File: config.mk
export PLATFORM = sky130hd
export DESIGN_NAME = codec_frame_port
export DESIGN_NICKNAME = d
export VERILOG_FILES = /design/src/word_bank.v /design/src/codec_frame_port.v
export VERILOG_INCLUDE_DIRS = /design/src
export SDC_FILE = /design/constraint.sdc
export NUM_CORES = 1
export LEC_CHECK = 0
export BUFFER_PORTS_ARGS = -buffer_cell sky130_fd_sc_hd__buf_4
export CORE_MARGIN = 2
export CORE_UTILIZATION = 25
export CTS_BUF_LIST = sky130_fd_sc_hd__clkbuf_8
export CTS_CLUSTER_DIAMETER = 150
export DETAILED_ROUTE_END_ITERATION = 8
export SLEW_MARGIN = 20
export SYNTH_ARGS = -nofsm -noshare
export SYNTH_HDL_FRONTEND = slang
export SYNTH_SLANG_ARGS = --single-unit
File: constraint.sdc
create_clock -name clk_i -period 18.5 [get_ports clk_i]
set_input_delay 0.925 -clock clk_i [delete_from_list [all_inputs] [get_ports clk_i]]
set_output_delay 0.925 -clock clk_i [all_outputs]
set_load 0.01 [all_outputs]
File: src/codec_port_map.vh
// register offsets, field positions, reset values and mode codes
// for the codec serial frame port; definitions only
`ifndef CODEC_PORT_MAP_VH
`define CODEC_PORT_MAP_VH

// ----------------------------------------------------------------
// register offsets (byte addresses, one word each)
// ----------------------------------------------------------------
`define OFS_CTRL_A 8'h00
`define OFS_CTRL_B 8'h04
`define OFS_CTRL_C 8'h08
`define OFS_TX_SLOT 8'h0c
`define OFS_RX_SLOT 8'h10
`define OFS_STATUS 8'h14
`define PAGE_TXBUF 4'h2
`define PAGE_RXBUF 4'h3

// ----------------------------------------------------------------
// port_control_reg_a fields
// ----------------------------------------------------------------
`define CA_EN 0
`define CA_FSDIR 1
`define CA_MODE_LO 2
`define CA_MODE_HI 3
`define CA_BCKDIR 4
`define CA_EDGE 5
`define CA_JUST 6
`define CA_TRIS 7
`define CA_RST 8'h00

// ----------------------------------------------------------------
// port_control_reg_b fields
// ----------------------------------------------------------------
`define CB_WS_LO 0
`define CB_WS_HI 3
`define CB_FG_LO 4
`define CB_FG_HI 7
`define CB_DEPTH_LO 8
`define CB_DEPTH_HI 9
`define CB_RST 10'h000

// ----------------------------------------------------------------
// other reset values and framing constants
// ----------------------------------------------------------------
`define CC_RST 12'h000
`define SLOT_RST 16'h0000
`define MODE_MC 2'h0
`define MODE_I2S 2'h1
`define MODE_AC16 2'h2
`define MODE_AC20 2'h3
`define AC_SYNC_HIGH 9'h010
`define AC_FRAME_LAST 9'h0ff
`define AC_SLOT_LAST 4'hf
`define WORD_16 5'h10
`define WORD_20 5'h14

`endif

File: src/word_bank.v
// four 16-bit words with one write port, a bulk load and a
// registered read port; bulk load lands first, a word write on top
`default_nettype none

module word_bank (
    input wire clk_i,              // system clock
    input wire rst_i,              // synchronous reset
    input wire wr_en_i,            // single word write
    input wire [1:0] wr_addr_i,    // word index
    input wire [1:0] wr_be_i,      // byte lanes
    input wire [15:0] wr_data_i,   // write data
    input wire load_i,             // load all four words
    input wire [63:0] load_data_i, // bulk data, word 0 lowest
    input wire [1:0] rd_addr_i,    // read index
    output reg [15:0] rd_data_o,   // registered read data
    output wire [63:0] all_o       // all words, word 0 lowest
);
    reg [63:0] mem_ff;
    reg [63:0] nxt_mem;
    integer i;

    assign all_o = mem_ff;

    always @* begin
        nxt_mem = load_i ? load_data_i : mem_ff;
        for (i = 0; i < 2; i = i + 1) begin
            if (wr_en_i && wr_be_i[i]) begin
                nxt_mem[wr_addr_i*16 + i*8 +: 8] = wr_data_i[i*8 +: 8];
            end
        end
    end

    always @(posedge clk_i) begin
        if (rst_i) begin
            mem_ff <= 64'h0;
            rd_data_o <= 16'h0;
        end else begin
            mem_ff <= nxt_mem;
            rd_data_o <= mem_ff[rd_addr_i*16 +: 16];
        end
    end
endmodule

`default_nettype wire

File: src/codec_frame_port.v
// codec serial frame port: bit clock divider, frame sync master and
// slave, slot timing, shift registers, shadow and cpu buffers.
// assumes a classic wishbone master and pins synchronous to clk_i.
//
// Added by the designer: the Wishbone interface to the registers and the register offsets.
`default_nettype none
`include "codec_port_map.vh"

module codec_frame_port (
    input wire clk_i,             // system clock
    input wire rst_i,             // synchronous reset
    input wire cyc_i,             // wishbone cycle
    input wire stb_i,             // wishbone strobe
    input wire we_i,              // wishbone write
    input wire [7:0] adr_i,       // byte address
    input wire [3:0] sel_i,       // byte lanes
    input wire [31:0] dat_i,      // write data
    output reg [31:0] dat_o,      // read data
    output reg ack_o,             // wishbone ack
    input wire bit_clock_i,       // bit clock pin in
    output reg bit_clock_o,       // bit clock pin out
    output reg bit_clock_oe_o,    // bit clock drive enable
    input wire frame_sync_i,      // frame sync pin in
    output reg frame_sync_o,      // frame sync pin out
    output reg frame_sync_oe_o,   // frame sync drive enable
    output reg serial_out_o,      // serial data out
    output reg serial_out_oe_o,   // serial data drive enable
    input wire serial_in_i        // serial data in
);
    // ------------------------------------------------------------
    // helpers
    // ------------------------------------------------------------
    function [4:0] word_len;
        input [1:0] m;
        input [3:0] ws;
        input [3:0] s;
        begin
            case (m)
                `MODE_AC16: word_len = `WORD_16;
                `MODE_AC20: word_len = (s == 4'h0) ? `WORD_16 : `WORD_20;
                default: word_len = {1'b0, ws} + 5'h01;
            endcase
        end
    endfunction

    function slot_on;
        input [15:0] bits;
        input [3:0] s;
        input [3:0] last;
        begin
            slot_on = bits[s] && (s <= last);
        end
    endfunction

    function [31:0] merge;
        input [31:0] old;
        input [31:0] nw;
        input [3:0] be;
        integer k;
        begin
            merge = old;
            for (k = 0; k < 4; k = k + 1) begin
                if (be[k]) begin
                    merge[k*8 +: 8] = nw[k*8 +: 8];
                end
            end
        end
    endfunction

    // ------------------------------------------------------------
    // configuration
    // ------------------------------------------------------------
    reg [7:0] ctrl_a_ff;
    reg [9:0] ctrl_b_ff;
    reg [11:0] div_ff;
    reg [15:0] tx_slot_ff;
    reg [15:0] rx_slot_ff;

    wire en = ctrl_a_ff[`CA_EN];
    wire fs_slave = ctrl_a_ff[`CA_FSDIR];
    wire master = !fs_slave;
    wire [1:0] mode = ctrl_a_ff[`CA_MODE_HI:`CA_MODE_LO];
    wire bck_ext = ctrl_a_ff[`CA_BCKDIR];
    wire edge_rise = ctrl_a_ff[`CA_EDGE];
    wire just = ctrl_a_ff[`CA_JUST];
    wire tris = ctrl_a_ff[`CA_TRIS];
    wire [3:0] ws = ctrl_b_ff[`CB_WS_HI:`CB_WS_LO];
    wire [1:0] depth = ctrl_b_ff[`CB_DEPTH_HI:`CB_DEPTH_LO];
    wire is_ac = mode[1];
    wire [3:0] fg = is_ac ? `AC_SLOT_LAST : ctrl_b_ff[`CB_FG_HI:`CB_FG_LO];

    // ------------------------------------------------------------
    // bit clock: divider or external pin
    // ------------------------------------------------------------
    reg [11:0] bdiv_ff;
    reg bck_in_ff;
    wire gen_on = en && !bck_ext && (div_ff != 12'h000);
    wire tog = gen_on && (bdiv_ff == div_ff);
    wire rise_ev = bck_ext ? (bit_clock_i && !bck_in_ff) : (tog && !bit_clock_o);
    wire fall_ev = bck_ext ? (!bit_clock_i && bck_in_ff) : (tog && bit_clock_o);
    wire samp_ev = en && (edge_rise ? rise_ev : fall_ev);
    wire drv_ev = en && (edge_rise ? fall_ev : rise_ev);

    always @(posedge clk_i) begin
        if (rst_i) begin
            bdiv_ff <= 12'h000;
            bit_clock_o <= 1'b0;
            bit_clock_oe_o <= 1'b0;
            bck_in_ff <= 1'b0;
        end else begin
            bck_in_ff <= bit_clock_i;
            bit_clock_oe_o <= gen_on;
            if (!gen_on) begin
                bdiv_ff <= 12'h000;
                bit_clock_o <= 1'b0;
            end else if (tog) begin
                // half period of div+1 clocks gives clk/(2*(div+1))
                bdiv_ff <= 12'h000;
                bit_clock_o <= !bit_clock_o;
            end else begin
                bdiv_ff <= bdiv_ff + 12'h001;
            end
        end
    end

    // ------------------------------------------------------------
    // frame timing
    // ------------------------------------------------------------
    reg [7:0] pos_ff;
    reg [4:0] bidx_ff;
    reg [3:0] slot_ff;
    reg [1:0] ptr_ff;
    reg active_ff;
    reg start_ff;
    reg fs_in_ff;
    reg tx_on_ff;
    reg [15:0] tx_sh_ff;
    reg [15:0] rx_sh_ff;
    reg [63:0] tx_shadow_ff;
    reg [63:0] rx_shadow_ff;

    wire [4:0] wl = word_len(mode, ws, slot_ff);
    wire [4:0] wl_cfg = word_len(mode, ws, 4'h0);
    wire [9:0] frame_len = wl_cfg * ({1'b0, fg} + 5'h01);
    wire [8:0] frame_last = is_ac ? `AC_FRAME_LAST : frame_len[8:0] - 9'h001;
    wire [8:0] half = frame_len[9:1];
    wire bit_end = (bidx_ff == wl - 5'h01);
    wire frame_end = ({1'b0, pos_ff} == frame_last);
    wire run = master || start_ff || (active_ff && !frame_end);
    wire restart = start_ff || frame_end;
    wire [7:0] nxt_pos = restart ? 8'h00 : pos_ff + 8'h01;
    wire [4:0] nxt_bidx = (restart || bit_end) ? 5'h00 : bidx_ff + 5'h01;
    wire [3:0] nxt_slot = restart ? 4'h0 : (bit_end ? slot_ff + 4'h1 : slot_ff);
    // sync leads the data by one bit unless same-cycle justify is set
    wire [8:0] phase = just ? {1'b0, nxt_pos} :
        (({1'b0, nxt_pos} == frame_last) ? 9'h000 : {1'b0, nxt_pos} + 9'h001);
    wire tx_go = slot_on(tx_slot_ff, nxt_slot, fg);
    wire rx_hit = slot_on(rx_slot_ff, slot_ff, fg);
    wire tx_hit = slot_on(tx_slot_ff, slot_ff, fg);
    wire [15:0] rx_full = {rx_sh_ff[14:0], serial_in_i};
    wire [15:0] rx_word = (wl > `WORD_16) ? rx_sh_ff :
        (rx_full << (`WORD_16 - wl));
    wire fs_hit = (mode == `MODE_I2S) ? (frame_sync_i != fs_in_ff) : frame_sync_i;
    wire word_done = samp_ev && active_ff && bit_end && (rx_hit || tx_hit);
    wire wrap = word_done && (ptr_ff == depth);
    wire [63:0] tx_bank_all;
    reg [63:0] nxt_rx_shadow;

    always @* begin
        nxt_rx_shadow = rx_shadow_ff;
        if (word_done && rx_hit) begin
            nxt_rx_shadow[ptr_ff*16 +: 16] = rx_word;
        end
    end

    always @(posedge clk_i) begin
        if (rst_i || !en) begin
            pos_ff <= 8'h00;
            bidx_ff <= 5'h00;
            slot_ff <= 4'h0;
            ptr_ff <= 2'h0;
            active_ff <= 1'b0;
            start_ff <= 1'b0;
            fs_in_ff <= 1'b0;
            tx_on_ff <= 1'b0;
            tx_sh_ff <= 16'h0000;
            rx_sh_ff <= 16'h0000;
            serial_out_o <= 1'b0;
            serial_out_oe_o <= 1'b0;
            frame_sync_o <= 1'b0;
            frame_sync_oe_o <= 1'b0;
            if (rst_i) begin
                tx_shadow_ff <= 64'h0;
                rx_shadow_ff <= 64'h0;
            end
        end else begin
            frame_sync_oe_o <= master;
            if (drv_ev) begin
                start_ff <= 1'b0;
                active_ff <= run;
                if (run) begin
                    pos_ff <= nxt_pos;
                    bidx_ff <= nxt_bidx;
                    slot_ff <= nxt_slot;
                    if (nxt_bidx == 5'h00) begin
                        tx_on_ff <= tx_go;
                        serial_out_oe_o <= tx_go || !tris;
                        if (tx_go) begin
                            // low bits past the word length are never shifted out
                            tx_sh_ff <= tx_shadow_ff[ptr_ff*16 +: 16];
                            serial_out_o <= tx_shadow_ff[ptr_ff*16 + 15];
                        end else begin
                            serial_out_o <= 1'b0;
                        end
                    end else begin
                        tx_sh_ff <= {tx_sh_ff[14:0], 1'b0};
                        serial_out_o <= tx_on_ff && tx_sh_ff[14];
                    end
                end else begin
                    pos_ff <= 8'h00;
                    bidx_ff <= 5'h00;
                    slot_ff <= 4'h0;
                    tx_on_ff <= 1'b0;
                    serial_out_o <= 1'b0;
                    serial_out_oe_o <= !tris;
                end
                if (master) begin
                    case (mode)
                        `MODE_MC: frame_sync_o <= (phase == 9'h000);
                        `MODE_I2S: frame_sync_o <= (phase < half);
                        default: frame_sync_o <= (phase < `AC_SYNC_HIGH);
                    endcase
                end else begin
                    frame_sync_o <= 1'b0;
                end
            end
            if (samp_ev) begin
                fs_in_ff <= frame_sync_i;
                if (active_ff && bidx_ff < `WORD_16) begin
                    rx_sh_ff <= rx_full;
                end
                // a sync that arrives mid-frame is dropped
                if (fs_slave && fs_hit && (!active_ff || frame_end)) begin
                    start_ff <= 1'b1;
                end
            end
            rx_shadow_ff <= nxt_rx_shadow;
            if (word_done) begin
                ptr_ff <= wrap ? 2'h0 : ptr_ff + 2'h1;
            end
            if (wrap) begin
                tx_shadow_ff <= tx_bank_all;
            end
        end
    end

    // ------------------------------------------------------------
    // cpu buffers
    // ------------------------------------------------------------
    wire req = cyc_i && stb_i;
    reg phase_ff;
    wire commit = req && phase_ff && !ack_o;
    wire tx_wr = commit && we_i && (adr_i[7:4] == `PAGE_TXBUF);
    wire [15:0] tx_rd;
    wire [15:0] rx_rd;

    word_bank tx_bank (
        .clk_i(clk_i),
        .rst_i(rst_i),
        .wr_en_i(tx_wr),
        .wr_addr_i(adr_i[3:2]),
        .wr_be_i(sel_i[1:0]),
        .wr_data_i(dat_i[15:0]),
        .load_i(1'b0),
        .load_data_i(64'h0),
        .rd_addr_i(adr_i[3:2]),
        .rd_data_o(tx_rd),
        .all_o(tx_bank_all)
    );

    word_bank rx_bank (
        .clk_i(clk_i),
        .rst_i(rst_i),
        .wr_en_i(1'b0),
        .wr_addr_i(2'h0),
        .wr_be_i(2'h0),
        .wr_data_i(16'h0000),
        .load_i(wrap),
        .load_data_i(nxt_rx_shadow),
        .rd_addr_i(adr_i[3:2]),
        .rd_data_o(rx_rd),
        .all_o()
    );

    // ------------------------------------------------------------
    // wishbone slave: ack two edges after the request
    // ------------------------------------------------------------
    reg [31:0] rd_mux;
    reg [31:0] wmerge;

    always @* begin
        case (adr_i)
            `OFS_CTRL_A: rd_mux = {24'h0, ctrl_a_ff};
            `OFS_CTRL_B: rd_mux = {22'h0, ctrl_b_ff};
            `OFS_CTRL_C: rd_mux = {20'h0, div_ff};
            `OFS_TX_SLOT: rd_mux = {16'h0, tx_slot_ff};
            `OFS_RX_SLOT: rd_mux = {16'h0, rx_slot_ff};
            `OFS_STATUS: rd_mux = {24'h0, ptr_ff, slot_ff, active_ff, bit_clock_o};
            default: rd_mux = 32'h0;
        endcase
        if (adr_i[7:4] == `PAGE_TXBUF && adr_i[1:0] == 2'h0) begin
            rd_mux = {16'h0, tx_rd};
        end
        if (adr_i[7:4] == `PAGE_RXBUF && adr_i[1:0] == 2'h0) begin
            rd_mux = {16'h0, rx_rd};
        end
        case (adr_i)
            `OFS_CTRL_A: wmerge = merge({24'h0, ctrl_a_ff}, dat_i, sel_i);
            `OFS_CTRL_B: wmerge = merge({22'h0, ctrl_b_ff}, dat_i, sel_i);
            `OFS_CTRL_C: wmerge = merge({20'h0, div_ff}, dat_i, sel_i);
            `OFS_TX_SLOT: wmerge = merge({16'h0, tx_slot_ff}, dat_i, sel_i);
            default: wmerge = merge({16'h0, rx_slot_ff}, dat_i, sel_i);
        endcase
    end

    always @(posedge clk_i) begin
        if (rst_i) begin
            phase_ff <= 1'b0;
            ack_o <= 1'b0;
            dat_o <= 32'h0;
            ctrl_a_ff <= `CA_RST;
            ctrl_b_ff <= `CB_RST;
            div_ff <= `CC_RST;
            tx_slot_ff <= `SLOT_RST;
            rx_slot_ff <= `SLOT_RST;
        end else begin
            ack_o <= commit;
            phase_ff <= req && !ack_o && !phase_ff;
            if (commit) begin
                dat_o <= we_i ? 32'h0 : rd_mux;
                if (we_i) begin
                    case (adr_i)
                        `OFS_CTRL_A: ctrl_a_ff <= wmerge[7:0];
                        `OFS_CTRL_B: ctrl_b_ff <= wmerge[9:0];
                        `OFS_CTRL_C: div_ff <= wmerge[11:0];
                        `OFS_TX_SLOT: tx_slot_ff <= wmerge[15:0];
                        `OFS_RX_SLOT: rx_slot_ff <= wmerge[15:0];
                        default: ;
                    endcase
                end
            end
        end
    end
endmodule

`default_nettype wire

==> results.txt <==
----------------------------------------------------
[Logic synthesis]
  Most used DFF post-synth ... dfxtp_1
  Share of flip-flops with an asynchronous set or reset ... 0
  Sequential area share after synthesis ... 0.440
  Ranking of synthesized cells by instance count ... nor2_1 (390), dfxtp_1 (313), nand2_1 (169)
  Count of flip-flops with a built-in enable after synthesis ... 128
  Gate Count Post-Synth ... 2413
  Synth top area share ... 0.273
  Yosys warnings ... 0
  Largest area contributor in the netlist ... dfxtp_1
  #FFs+latches synth ... 441
  Synth unique cells ... 83
  Cell area after synthesis ... 23000 um^2
  Top post-synthesis cells by area ... dfxtp_1 (27%), edfxtp_1 (17%), nor2_1 (6.4%), mux2i_1 (6.1%), mux4_2 (5.7%)
  Most frequent cell after synthesis ... nor2_1
  Avg Synthesized Cell Area ... 9.52 um^2

[Finish]
  Post-route standard cell area excluding fillers ... 26000 um^2
  Fillers ... 9632
  Final standard cell utilization of the core ... 0.285
  Layout overhead on the synthesized area ... 13.3%
  Fraction of final layout cells sized beyond drive strength 1 ... 0.125
  Layout net count ... 2523

[STA]
  Worst hold slack ... 445 ps
  Final critical-path required period ... 9110 ps
  Final worst clock skew ... 41.9 ps
  Highest attainable clock frequency ... 110 MHz
  Actual slew at the worst max-slew pin ... 1110 ps
  RSZ-0062 raised after global routing ... no
  Slew HR ... 0.249
  Fin crit share ... 0.492
  Hold Vio Cnt, Final ... 0
  Final TNS setup ... 0 ps
  Fin. max-slew vios ... 0
  Endpoints failing setup ... 0

[Run status]
  Result of the run ... finished clean

[Detailed routing]
  Pre-antenna DRT Iters ... 5
  Detailed router's first-iteration violation count ... 1549
  Number of nets with antenna violations after routing ... 0
  Drt drc ... 0
  Sum of routed wire length over all layers ... 65.0 mm
  Via total after detailed routing ... 17900
  Via-to-Cell Ratio ... 4.90
  Routed length per placed instance ... 17.8 um

[Critical path]
  Critical Path End Type ... register
  CP max stage delay ... 740 ps
  Launching element type of the critical path ... register
  Type of the worst setup path ... register to register
  Critical path required time ... 18990 ps
  Delay-heaviest family, CP ... compound AO/OA/AOI/OAI gates
  CP Data Arrival Time ... 9600 ps
  Largest fanout on the critical path ... 30
  Cell with the largest stage delay on the worst path ... or2_1
  Buffer and inverter count on the worst path ... 4

[Global routing]
  Vias in the first global route ... 17200
  Met3 GRT Util ... 0.0297
  Overall track demand over capacity in global routing ... 0.135
  Wire length of the first global-routing pass ... 101 mm
  GRT Residual Overflow ... 0
  Met1 Usage GRT ... 0.185
  Pin count of the biggest net entering global routing ... 92
  Met2 Track Usage GR ... 0.209
  Antenna violations before repair ... 4
  Most heavily used metal layer in global routing ... met2

[Clock network]
  CTS root buf ... clkbuf_8
  Maximum clock path buffer count ... 3
  TritonCTS clock tree ... built
  H-tree level count ... 3
  Post-CTS Setup Inserts ... 0
  Clock Sink Count ... 441
  Clock edge transition at the registers on the reported setup and hold paths ... 60 ps
  Hold-fix buffers at CTS ... 0
  Post-CTS resize count ... 0
  Number of buffers inserted during clock tree synthesis ... 77
  Clock Latency Late Sink ... 670 ps

[Floorplanning]
  Total number of placement rows ... 111
  Starting utilization of the core area ... 0.251
  Number of top-level design ports ... 91
  DIE HEIGHT ... 307 um
  Full die area ... 94300 um^2
  Placeable core area ... 91400 um^2
  Die W ... 307 um

[Power and ir drop]
  Total power density per cell area ... 77.4 nW/um^2
  Cell leakage power ... 9.01 nW
  IR Drop Worst-Case VDD ... 0.0644 mV

[Job]
  Max-capacitance violation count ... 0

[Min path]
  Worst hold-check path type ... register to register

[Placed design]
  RD Place Congestion ... 0.867
  Count of port buffers added during placement ... 56
  Post-detailed-placement half-perimeter wirelength ... 43.5 mm
  Placement-stage cell area ... 24400 um^2

----------------------------------------------------
[placed cells by master, fill, tap and decap left out, types with 19 or more instances in the layout]
cell type	netlist	final
nor2_1	390	389
dfxtp_1	313	312
nand2_1	169	169
mux2i_1	139	139
a21oi_1	131	131
edfxtp_1	128	128
a211oi_1	123	123
clkbuf_8	0	92
and2_1	87	86
nand3_1	85	85
buf_4	16	83
inv_1	44	72
o21ai_0	61	60
mux4_2	58	58
ha_1	56	56
nor2b_1	50	48
a22oi_1	42	42
xnor2_1	41	40
xor2_1	30	30
nand4_1	20	20
nor3_1	19	19
[tightest hold or removal path, stage by stage, from the launching register on]
cell and delay [ps]:
dfxtp_1 320, nand2_1 40, o21ai_0 50
[report_power, final]
group | leakage (nW) | switching (mW) | total [mW] | internal, mW
logic | 4.23 | 0.0456 | 0.0616 | 0.0160
clock network | 0.940 | 0.423 | 0.948 | 0.525
registers | 3.84 | 0.00248 | 1.00 | 1.00
total | 9.01 | 0.471 | 2.01 | 1.54
[kinds of logic after synthesis]
kind of cell / after synthesis / share of synthesized area
fa+ha+maj: 65 / 0.0383
simple gates: 924 / 0.189
other cells: 1 / 0.000163
buf+inv: 230 / 0.0429
xor+xnor: 72 / 0.0280
flops: 441 / 0.440
mux: 207 / 0.122
compound gates: 473 / 0.139
[layout make-up]
class	count	area [um^2]	share of cell area
multi-input cells	1757	12000	0.461
flip-flops and latches	441	10100	0.388
well taps	1186	1480	0.0570
clock buffers	92	1270	0.0486
repair buffers	84	634	0.0244
clock inverters	51	370	0.0142
inverters	45	171	0.00658
diodes	1	2.50	0.0000961
[worst paths after layout]
path,startpoint,endpoint,slack (ps),depth (start not counted)
setup / recovery,ctrl_a_ff[3],tx_sh_ff[3],9390,31
hold / removal,rx_bank.all_o[49],rx_bank.all_o[49],440,2
setup reg to reg,ctrl_a_ff[3],tx_sh_ff[3],9390,31
hold reg to reg,rx_bank.all_o[49],rx_bank.all_o[49],440,2
[metal layers]
layer | share of wire | vias to the layer above | wire length (um)
met3 | 0.066 | 103 | 4300
met2 | 0.44 | 547 | 28900
met1 | 0.46 | 8623 | 30000
met5 | 0.00065 | - | 42
li1 | - | 8641 | -
met4 | 0.027 | 6 | 1770
[registers in the layout, indices dropped and copies added, names as in the netlist, 10 cells and up]
| signal | count |
|---|---|
| ctrl_b_ff | 10 |
| tx_sh_ff | 15 |
| dat_o | 16 |
| rx_bank.rd_data_o | 16 |
| rx_sh_ff | 16 |
| tx_bank.all_o | 64 |
| rx_bank.all_o | 64 |
| bdiv_ff | 12 |
| div_ff | 12 |
| tx_bank.rd_data_o | 16 |
| tx_slot_ff | 16 |
| tx_shadow_ff | 64 |
| rx_shadow_ff | 64 |
| rx_slot_ff | 16 |
[stage by stage]
stage,power (mW),cells,setup WS [ps]
2_1_floorplan,1.06,2428,10400
5_1_grt,2.08,3657,8820
3_5_place_dp,1.09,3513,9470
6_report,2.01,3657,9390
4_1_cts,2.03,3656,9420
3_3_place_gp,1.09,3513,9610
Power figures use the tool's default switching activity.
